===== config.mk =====
export PLATFORM = sky130hd
export DESIGN_NAME = rbx_exec
export DESIGN_NICKNAME = d
export VERILOG_FILES = /design/src/rtl/rbx_exec.v /design/src/rtl/rbx_target.v
export VERILOG_INCLUDE_DIRS = /design/src /design/src/rtl
export SDC_FILE = /design/constraint.sdc
export NUM_CORES = 1
export LEC_CHECK = 0
export BUFFER_PORTS_ARGS = -buffer_cell sky130_fd_sc_hd__clkbuf_2
export CORE_UTILIZATION = 35
export CTS_BUF_LIST = sky130_fd_sc_hd__clkbuf_4 sky130_fd_sc_hd__clkbuf_8
export DETAILED_ROUTE_END_ITERATION = 12
export GPL_TIMING_DRIVEN = 0
export PLACE_DENSITY = 0.51
export RECOVER_POWER = 50
export SLEW_MARGIN = 15
export SYNTH_ARGS = -nofsm -noshare
export SYNTH_HDL_FRONTEND = slang
export SYNTH_HIERARCHICAL = 1
export SYNTH_SLANG_ARGS = --single-unit
export TNS_END_PERCENT = 30

===== constraint.sdc =====
create_clock -name clk -period 17.2 [get_ports clk]
set_input_delay 3.44 -clock clk [delete_from_list [all_inputs] [get_ports clk]]
set_output_delay 3.44 -clock clk [all_outputs]
set_load 0.01 [all_outputs]

===== src/rtl/rbx_defs.vh =====
`ifndef RBX_DEFS_VH
`define RBX_DEFS_VH
// apb register byte offsets
`define RBX_CTRL_OFF     8'h00
`define RBX_STATUS_OFF   8'h04
`define RBX_PC_OFF       8'h08
`define RBX_INSTR_OFF    8'h0C
`define RBX_BANK_OFF     8'h10
`define RBX_FILE_OFF     8'h14
`define RBX_FDATA_OFF    8'h18
// ctrl bits
`define RBX_CTRL_RUN     0
// status fields (flags in bits 2:0)
`define RBX_ST_NEG       0
`define RBX_ST_OVF       1
`define RBX_ST_ZERO      2
`define RBX_ST_BUSY      8
`define RBX_ST_SKIP      9
`define RBX_ST_PHASE     12
// opcodes
`define RBX_OP_SIGN_BR   8'hE7
`define RBX_OP_OVF_BR    8'hE5
`define RBX_OP_ZERO_BR   8'hE1
`define RBX_OP_ALWAYS_BR 5'h1A
`define RBX_OP_SET_BIT   4'h8
`define RBX_OP_BTSS      4'hA
// pc reset value; error data word, not used by the rtl
`define RBX_PC_RST       21'h00_0000
`define RBX_ERR_DATA     32'hDEAD_BEEF
`endif


===== src/rtl/rbx_exec.v =====
// How it works
// - opcode E7 branches when the negative flag is clear
// - opcode E5 branches when the overflow flag is clear
// - opcode E1 branches when the zero flag is clear
// - top bits 11010 form an unconditional branch, eleven-bit offset
// - taken target is incremented pc plus twice the offset
// - conditional offsets -128..127; one cycle untaken, two taken
// - unconditional offsets -1024..1023, always two cycles
// - taken: decode, read literal, compute, write pc; then idle cycle
// - set-bit opcode 1000 forces the selected bit, keeps others
// - set-bit: read in Q2, modify Q3, write back Q4
// - bank flag 0 uses access bank, 1 uses bank select register
// - skip-if-set discards the next instruction when tested bit is one
// - all these instructions take one word, no status changes
//
// Implementation choices: the placing of the registers and the APB slave port.
`timescale 1ns/1ps
`include "rbx_defs.vh"
module rbx_exec #(
   parameter PCW = 21
) (
   // clock and reset
   input  wire        clk,
   input  wire        rst,
   // apb slave
   input  wire        psel,
   input  wire        penable,
   input  wire        pwrite,
   input  wire [7:0]  paddr,
   input  wire [31:0] pwdata,
   output reg  [31:0] prdata,
   output reg         pready,
   output reg         pslverr,
   // core view
   output reg  [PCW-1:0] pcOut,
   output reg  [3:0]     phaseOut
);
   // one-hot quarter phases of an instruction cycle
   localparam Q1 = 4'b0001;
   localparam Q2 = 4'b0010;
   localparam Q3 = 4'b0100;
   localparam Q4 = 4'b1000;

   reg  [3:0]     phase_r;
   reg            run_r;
   reg  [2:0]     flags_r;
   reg  [PCW-1:0] pc_r;
   reg  [15:0]    instr_r;
   reg  [15:0]    ir_r;
   reg            instrValid_r;
   reg  [3:0]     bank_r;
   reg  [11:0]    fileAddr_r;
   reg  [7:0]     modData_r;
   reg            nop_r;
   reg            skip_r;
   reg            take_r;
   reg            busy_r;
   reg  [10:0]    lit_r;
   reg            longForm_r;
   reg  [PCW-1:0] target_r;
   reg            hit;
   reg  [31:0]    rdMux;

   wire [PCW-1:0] target;
   wire           isSignBr;
   wire           isOvfBr;
   wire           isZeroBr;
   wire           isAlwaysBr;
   wire           isSetBit;
   wire           isBtss;
   wire           condSign;
   wire           condOvf;
   wire           condZero;
   wire           condOk;
   wire [11:0]    accessAddr;
   wire [11:0]    bankAddr;
   wire [11:0]    effAddr;
   wire [7:0]     rdData;
   wire [7:0]     bitMask;
   wire           skipHit;
   wire           apbWr;
   wire           bitSetWr;
   wire           swFileWr;
   wire [127:0]   fileFlat;
   genvar         g;

   assign isSignBr   = ir_r[15:8] == `RBX_OP_SIGN_BR;
   assign isOvfBr    = ir_r[15:8] == `RBX_OP_OVF_BR;
   assign isZeroBr   = ir_r[15:8] == `RBX_OP_ZERO_BR;
   assign isAlwaysBr = ir_r[15:11] == `RBX_OP_ALWAYS_BR;
   assign isSetBit   = ir_r[15:12] == `RBX_OP_SET_BIT;
   assign isBtss     = ir_r[15:12] == `RBX_OP_BTSS;

   // conditional opcodes branch only on a clear flag; the unconditional form always branches
   assign condSign = isSignBr & ~flags_r[`RBX_ST_NEG];
   assign condOvf  = isOvfBr & ~flags_r[`RBX_ST_OVF];
   assign condZero = isZeroBr & ~flags_r[`RBX_ST_ZERO];
   assign condOk   = condSign | condOvf | condZero | isAlwaysBr;

   assign accessAddr = {{4{ir_r[7]}}, ir_r[7:0]};
   assign bankAddr   = {bank_r, ir_r[7:0]};
   assign effAddr    = ir_r[8] ? bankAddr : accessAddr;
   // small file model: low four address bits select a storage byte
   assign rdData   = fileFlat[{effAddr[3:0], 3'b000} +: 8];
   assign bitMask  = 8'h01 << ir_r[11:9];
   assign skipHit  = isBtss && ((rdData & bitMask) != 8'h00);
   assign apbWr    = psel & penable & pwrite;
   assign bitSetWr = (phase_r == Q4) && isSetBit;
   assign swFileWr = apbWr && (paddr == `RBX_FDATA_OFF);

   // unmapped offsets answer with an error
   always @* begin
      case (paddr)
         `RBX_CTRL_OFF,
         `RBX_STATUS_OFF,
         `RBX_PC_OFF,
         `RBX_INSTR_OFF,
         `RBX_BANK_OFF,
         `RBX_FILE_OFF,
         `RBX_FDATA_OFF: hit = 1'b1;
         default:        hit = 1'b0;
      endcase
   end

   // read mux, registered below so prdata stands in the access phase
   always @* begin
      rdMux = 32'h0000_0000;
      case (paddr)
         `RBX_CTRL_OFF:   rdMux = {31'h0000_0000, run_r};
         `RBX_STATUS_OFF: rdMux = {16'h0000, phase_r, 2'b00, skip_r, busy_r, 5'h00, flags_r};
         `RBX_PC_OFF:     rdMux = {{(32-PCW){1'b0}}, pc_r};
         `RBX_INSTR_OFF:  rdMux = {16'h0000, instr_r};
         `RBX_BANK_OFF:   rdMux = {28'h000_0000, bank_r};
         `RBX_FILE_OFF:   rdMux = {20'h0_0000, fileAddr_r};
         `RBX_FDATA_OFF:  rdMux = {24'h00_0000, fileFlat[{fileAddr_r[3:0], 3'b000} +: 8]};
         default:         rdMux = 32'h0000_0000;
      endcase
   end

   rbx_target #(
      .PCW(PCW)
   ) uTarget (
      .pcInc   (pc_r),
      .offset  (lit_r),
      .longForm(longForm_r),
      .target  (target)
   );

   // quarter-phase sequencer, holds in Q1 while stopped
   always @(posedge clk or posedge rst) begin
      if (rst) begin
         phase_r <= Q1;
      end else begin
         case (phase_r)
            // stops only at an instruction boundary
            Q1: phase_r <= run_r ? Q2 : Q1;
            Q2: phase_r <= Q3;
            Q3: phase_r <= Q4;
            Q4: phase_r <= Q1;
            default: phase_r <= Q1;
         endcase
      end
   end

   always @(posedge clk or posedge rst) begin
      if (rst) begin
         pc_r         <= `RBX_PC_RST;
         ir_r         <= 16'h0000;
         nop_r        <= 1'b0;
         skip_r       <= 1'b0;
         take_r       <= 1'b0;
         busy_r       <= 1'b0;
         lit_r        <= 11'h000;
         longForm_r   <= 1'b0;
         target_r     <= `RBX_PC_RST;
         modData_r    <= 8'h00;
      end else begin
         case (phase_r)
            Q1: if (run_r) begin
               busy_r <= 1'b1;
               // flush cycle after a taken branch
               if (nop_r | skip_r | ~instrValid_r) begin
                  ir_r <= 16'h0000;
               end else begin
                  ir_r <= instr_r;
               end
               nop_r        <= 1'b0;
               skip_r       <= 1'b0;
               take_r       <= 1'b0;
               // single word, pc advances by two
               pc_r         <= pc_r + 2'd2;
            end
            Q2: begin
               // literal read, short or long offset
               lit_r      <= ir_r[10:0];
               longForm_r <= isAlwaysBr;
               modData_r  <= rdData;
            end
            Q3: begin
               // registered so the Q4 pc write sees a settled sum
               target_r  <= target;
               take_r    <= condOk;
               modData_r <= modData_r | bitMask;
            end
            Q4: begin
               busy_r <= 1'b0;
               if (take_r) begin
                  pc_r  <= target_r;
                  nop_r <= 1'b1;
               end
               // skip when tested bit is one
               if (skipHit) begin
                  skip_r <= 1'b1;
               end
            end
            default: busy_r <= 1'b0;
         endcase
      end
   end

   // instruction word valid; a write in the consuming Q1 wins
   always @(posedge clk or posedge rst) begin
      if (rst) begin
         instrValid_r <= 1'b0;
      end else if (apbWr && paddr == `RBX_INSTR_OFF) begin
         instrValid_r <= 1'b1;
      end else if (phase_r == Q1 && run_r) begin
         instrValid_r <= 1'b0;
      end
   end

   // one byte register per entry; a set-bit write back wins over software
   generate
      for (g = 0; g < 16; g = g + 1) begin : gFile
         localparam [3:0] IDX = g;
         reg [7:0] byte_r;
         always @(posedge clk or posedge rst) begin
            if (rst) begin
               byte_r <= 8'h00;
            end else if (bitSetWr && effAddr[3:0] == IDX) begin
               byte_r <= modData_r;
            end else if (swFileWr && fileAddr_r[3:0] == IDX) begin
               byte_r <= pwdata[7:0];
            end
         end
         assign fileFlat[g*8 +: 8] = byte_r;
      end
   endgenerate

   // apb registers; flags only ever change by software
   always @(posedge clk or posedge rst) begin
      if (rst) begin
         run_r      <= 1'b0;
         flags_r    <= 3'b000;
         instr_r    <= 16'h0000;
         bank_r     <= 4'h0;
         fileAddr_r <= 12'h000;
      end else if (apbWr) begin
         case (paddr)
            `RBX_CTRL_OFF:   run_r      <= pwdata[`RBX_CTRL_RUN];
            `RBX_STATUS_OFF: flags_r    <= pwdata[2:0];
            `RBX_INSTR_OFF:  instr_r    <= pwdata[15:0];
            `RBX_BANK_OFF:   bank_r     <= pwdata[3:0];
            `RBX_FILE_OFF:   fileAddr_r <= pwdata[11:0];
            default:         run_r      <= run_r;
         endcase
      end
   end

   // zero wait state slave
   always @(posedge clk or posedge rst) begin
      if (rst) begin
         prdata   <= 32'h0000_0000;
         pready   <= 1'b0;
         pslverr  <= 1'b0;
         pcOut    <= `RBX_PC_RST;
         phaseOut <= Q1;
      end else begin
         pcOut    <= pc_r;
         phaseOut <= phase_r;
         pready   <= psel & ~penable;
         pslverr  <= psel & ~penable & ~hit;
         prdata   <= 32'h0000_0000;
         if (psel & ~penable & ~pwrite) begin
            prdata <= rdMux;
         end
      end
   end
endmodule // rbx_exec


===== src/rtl/rbx_target.v =====
`timescale 1ns/1ps
// branch target: incremented pc plus twice the signed offset
module rbx_target #(
   parameter PCW = 21
) (
   // operands
   input  wire [PCW-1:0] pcInc,
   input  wire [10:0]    offset,
   input  wire           longForm,
   // result
   output wire [PCW-1:0] target
);
   wire [PCW-1:0] shortExt;
   wire [PCW-1:0] longExt;
   assign shortExt = {{(PCW-9){offset[7]}}, offset[7:0], 1'b0};
   assign longExt  = {{(PCW-12){offset[10]}}, offset[10:0], 1'b0};
   assign target   = pcInc + (longForm ? longExt : shortExt);
endmodule // rbx_target


==> results.toml, run 1 <==
[timing]
maxSlewViolCount = 135
max_freq_mhz = 125
post-route-min-period_ns = 8.03
setup-violations-final = 0
rsz0062_at_grt = "no"
tns_ns = 0
worstMarginPinSlew_ns = 3.69
fin_worst_skew_ns = 0.0684
setup_slack_ns = 9.17
timing.final.crit_share_pct = 46.7
slew_headroom_pct = -146
finalHoldViolCount = 0
timing.hold.ws_ns = 0.391

[cells_and_area]
drive_gt1_share_pct = 22.3
insertedDiodeCount = 0
final_area_um2 = 18900
n_fill_cell = 4530
finalNonFillerCells = 2334
layout_common_cells = "dfrtp_1, nand2_1, mux2i_1"
final_nets = 1753
fin_util_pct = 40.6
seq_area_um2 = 7480
final_common_cell = "dfrtp_1"
multi_input_area_um2 = 8450
area_growth_pct = 14.3

[setup_path]
path_class = "in -> async"
required_ns = 17.11
arrival_ns = 7.94
cp_max_fo = 70
worstPathCellList = "clkbuf_2, clkinvlp_2, clkbuf_1"
critPathSlowestCell = "clkbuf_1"
crit_path_end_kind = "asynchronous set/reset pin"
cpPeakStageDelay_ns = 2.69
setup.worst_path.start_class = "primary input"

[synthesis]
syn_area_um2 = 16500
synth_edf_count = 0
netlist.area_leader.share_pct = 45.0
synthMuxAreaShare_pct = 23.9
yosys-top-cells-area = "dfrtp_1, mux2i_1, mux4_2, mux2_2, nand2_1"
yosys_register_bits = 299
synthSimpleGateAreaFrac_pct = 13.4
post_synth_num_cell_types = 82
synthAdderAreaFrac_pct = 1.64
yosysSeqAreaShare_pct = 45.3
synth.yosys.warnings = 6
synth_top_family_by_area = "multiplexers"
synth_area_leader_cell = "dfrtp_1"
synth-compound-area-share_pct = 11.1
syn_inst = 1549
synthXorXnorAreaFrac_pct = 0.848
avgSynthCellArea_um2 = 10.7
synth_async_sr_flop_share_pct = 100
ys.flop_type = "dfrtp_1"

[clocking]
post_cts_buffers = 0
cts_resized = 0
cts_sinks = 299
htreeDepth = 2
clk_latency_ns = 0.67
cts_root_buffer = "clkbuf_8"
cts_tree = "built"
clkSlewWorstSetupHoldPaths_ns = 0.06
postCtsHoldBufs = 0
numCtsBuffers = 55
clk_path_buf_depth = 3

[global_routing]
grt_pass1_wl_mm = 84.1
antenna_found_initial = 0
grt_usage_pct = 23.8
grt_pass1_vias = 12900
overflow = 0
grt_max_degree = 103

[pwr]
power_density_nw_per_um2 = 80.0
ir_drop_mv = 0.0491
power_leakage_nw = 7.57
power_mw = 1.51

[placement]
dp_worst_setup_slack_ns = 11.08
place_area_um2 = 17800
numPortBuffers = 67
finalWeightedCongestion = 0.966
placedCellCount = 2237
dpl.hpwl_mm = 41.6

[drt]
ant_nets = 0
viasPerCell = 5.64
drc = 0
routed_wl_mm = 56.6
initialDrtViolationCount = 1324
drt-pass1-iter-count = 7
vias = 13200
wl_per_cell_um = 24.2

[die]
num_io_pins = 104
die_area_um2 = 48100
initial_core_util_pct = 35.5
die_h_um = 219
coreArea_um2 = 46600
num_rows = 79
die_w_um = 219

[hold_path]
min_path_type = "reg -> reg"

[outcome]
outcome = "complete, but fails checks"
violations = "max-capacitance violations, max-slew violations"

[job]
cap_violations = 2
## state kept, by name (all words and copies together) (netlist names), 3 cells and up
signal,flops
gFile.byte_r,128
pc_r,21
lit_r,11
bank_r,4
flags_r,3
phase_r,4
instr_r,16
target_r,21
pcOut,21
prdata,21
ir_r,16
fileAddr_r,12
modData_r,8
phaseOut,4
## kinds of logic after synthesis
group	count (synthesis)
other	1
buffers and inverters	149
multiplexers	303
AO/OA/AOI/OAI	304
AND/OR/NAND/NOR	456
flip-flops	299
adder cells (fa/ha/maj)	21
XOR/XNOR	16
## cells in the mapped netlist (19+ instances only)
cell type	instances
a21oi_1	75
clkbuf_1	89
dfrtp_1	297
ha_1	20
mux2_2	89
mux2i_1	149
mux4_2	65
nand2_1	216
nand2b_1	21
nand3_1	31
nor2_1	80
nor3_1	19
o21ai_0	128
## layer usage
layer	share of wire [%]	track usage [%]
met3	7.9	4.31
met5	0	0
met4	3.1	8.52
met1	45	33.8
met2	44	36.0
## path summary, 6_finish.rpt
check | start | endpoint | slack [ns] | cells past startpoint
max in group clk | paddr[0] | gFile[4].byte_r[6]$_DFFE_PP0P_ | 11.65 | 8
worst max-delay path | rst | instr_r[8]$_DFFE_PP0P_ | 9.17 | 3
worst min-delay path | phase_r[1]$_DFF_PP0_ | phaseOut[1]$_DFF_PP0_ | 0.39 | 0
min in group asynchronous | rst | gFile[0].byte_r[1]$_DFFE_PP0P_ | 3.59 | 2
worst max register to register | phase_r[3]$_DFF_PP0_ | gFile[14].byte_r[3]$_DFFE_PP0P_ | 12.55 | 8
worst min register to register | phase_r[1]$_DFF_PP0_ | phaseOut[1]$_DFF_PP0_ | 0.39 | 0
## cell type report
type	count	area share, %
clock buffers	87	5.87
plain buffers	131	2.93
inverters	18	0.364
clock inverters	10	0.377
repair buffers	71	2.10
well taps	607	4.02
multi-input cells	1111	44.7
flip-flops and latches	299	39.6
## critical path, delay by kind of cell
family | cells | cell delay, ns
buffers and inverters | 3 | 4.43
## report_power, final
part           leakage (nW)  internal, mW  switching, mW
registers              3.49         0.709        0.00861
clock network         0.635         0.410          0.325
logic                  3.44        0.0163         0.0429
total                  7.57          1.14          0.376
Note: power is estimated with default switching activity, not from simulation.
==> run 2, diff against run 1 <==
Clock period 17.2 ns to 8 ns, I/O delays scaled along.
==> run 2 against run 1 <==
Compared with the run above: largest cell class unchanged; final area barely moved; the run still ends with max-capacitance violations, max-slew violations left; critical endpoint is now pcOut[2]$_DFF_PP0_; first-iteration DRC count up 0.98%; highest routed layer unchanged; largest power group is now sequential cells; non-clock buffer count up 7; critical path depth increased by 3; power rose by 110%.
==> results.toml, run 2 (synthesis results as in run 1) <==
[cells_and_area]
final_common_cell = "dfrtp_1"
largest_reg_flops = 128
fin_util_pct = 40.6
final_nets = 1758
finalNonFillerCells = 2341
largest_register = "gFile.byte_r"
final_area_um2 = 18900
drive_gt1_share_pct = 22.5
layout_common_cells = "dfrtp_1, nand2_1, mux2i_1"
multi_input_area_um2 = 8470
area_growth_pct = 14.3
n_fill_cell = 4533
seq_area_um2 = 7480

[timing]
setup_slack_ns = 2.83
maxSlewViolCount = 135
max_freq_mhz = 193
finalHoldViolCount = 0
timing.final.crit_share_pct = 64.7
tns_ns = 0
setup-violations-final = 0
rsz0062_at_grt = "no"
fin_worst_skew_ns = 0.0817
slew_headroom_pct = -33.8
worstMarginPinSlew_ns = 2.01
post-route-min-period_ns = 5.17

[job]
cap_violations = 4

[placement]
dp_worst_setup_slack_ns = 3.75
finalWeightedCongestion = 0.987
dpl.hpwl_mm = 42.5
placedCellCount = 2244
place_area_um2 = 17900
numPortBuffers = 67

[clocking]
numCtsBuffers = 53
cts_sinks = 299
post_cts_buffers = 0
postCtsHoldBufs = 0
cts_root_buffer = "clkbuf_8"
htreeDepth = 2
cts_resized = 0
clk_latency_ns = 0.68
clkSlewWorstSetupHoldPaths_ns = 0.06
cts_tree = "built"
clk_path_buf_depth = 3

[die]
die_area_um2 = 48100
die_h_um = 219
coreArea_um2 = 46600
num_rows = 79
num_io_pins = 104
die_w_um = 219
initial_core_util_pct = 35.5

[setup_path]
critical_path.n_buffers_inverters = 6
path_delay_family = "buffers and inverters"
required_ns = 8.80
worstPathCellList = "clkbuf_2, clkinvlp_2, clkbuf_1, clkbuf_1, clkbuf_1, buf_12"
cp_max_fo = 31
crit_path_end_kind = "asynchronous set/reset pin"
setup.worst_path.start_class = "primary input"
critical_path.most_common_cell = "clkbuf_1"
critPathSlowestCell = "clkbuf_1"
path_class = "in -> async"
cpPeakStageDelay_ns = 1.43
arrival_ns = 5.98

[global_routing]
grt_pass1_vias = 12900
grt_max_degree = 39
grt_pass1_wl_mm = 85.0
antenna_found_initial = 0
overflow = 0
grt_usage_pct = 24.1

[outcome]
outcome = "complete, but fails checks"
violations = "max-capacitance violations, max-slew violations"

[drt]
ant_nets = 0
routed_wl_mm = 56.6
initialDrtViolationCount = 1337
drt-pass1-iter-count = 5
viasPerCell = 5.66
wl_per_cell_um = 24.2
drc = 0
vias = 13300

[hold_path]
min_path_type = "reg -> reg"

[pwr]
power_leakage_nw = 7.55
power_density_nw_per_um2 = 169
ir_drop_mv = 0.0989
## run 2: changes by cell type in the layout (fill, tap and decap cells not counted), sizes merged
cell | previous run | this run
buf | 40 | 44
clkbuf | 249 | 252
clkinv | 8 | 5
clkinvlp | 1 | 3
diode | 0 | 2
inv | 19 | 18
## run 2: final cells by class
type / instances / share of cell area (%)
clock inverters: 8 / 0.318
multi-input cells: 1111 / 44.9
diodes: 2 / 0.0265
clock buffers: 87 / 5.68
plain buffers: 131 / 2.94
well taps: 607 / 4.02
repair buffers: 78 / 2.17
flip-flops and latches: 299 / 39.6
inverters: 18 / 0.364
## run 2: report_power, final
group | total, mW | internal [mW] | leakage, nW | switching [mW]
clock | 1.52 | 0.847 | 0.602 | 0.677
sequential | 1.54 | 1.52 | 3.49 | 0.0189
combinational | 0.128 | 0.0348 | 3.46 | 0.0936
total | 3.20 | 2.41 | 7.55 | 0.789
## run 2: worst paths after layout
check / from / to / slack (ns) / cells after the start
min in group asynchronous: rst / gFile[2].byte_r[4]$_DFFE_PP0P_ / 1.01 / 2
max: rst / pcOut[2]$_DFF_PP0_ / 2.83 / 6
min: phase_r[2]$_DFF_PP0_ / phaseOut[2]$_DFF_PP0_ / 0.41 / 0
max in group clk: phase_r[1]$_DFF_PP0_ / gFile[14].byte_r[4]$_DFFE_PP0P_ / 4.09 / 8
min reg2reg: phase_r[2]$_DFF_PP0_ / phaseOut[2]$_DFF_PP0_ / 0.41 / 0
max reg2reg: phase_r[1]$_DFF_PP0_ / gFile[14].byte_r[4]$_DFFE_PP0P_ / 4.09 / 8
## run 2: worst register-to-register path, stage by stage (launching register included)
cell and delay [ns]:
dfrtp_1 0.40, clkbuf_1 0.23, nor4b_2 0.66, nand3b_1 0.51, buf_2 0.41, nor4_2 0.84
clkbuf_1 0.51, nand2_1 0.10, o21ai_0 0.10
## run 2: metrics by stage
step	hold slack (ns)	power (mW)
after floorplan	0.352	1.64
after global placement	0.369	1.70
after detailed placement	0.376	1.71
after CTS	0.388	3.25
after global routing	0.422	3.32
final	0.409	3.20
## run 2: routing by layer
layer	GRT usage (%)	vias to the layer above	share of wire (%)
met5	0	-	0
met2	36.2	534	44
met4	7.15	0	2.3
met1	34.3	6733	46
li1	-	5915	-
met3	5.54	79	7.6
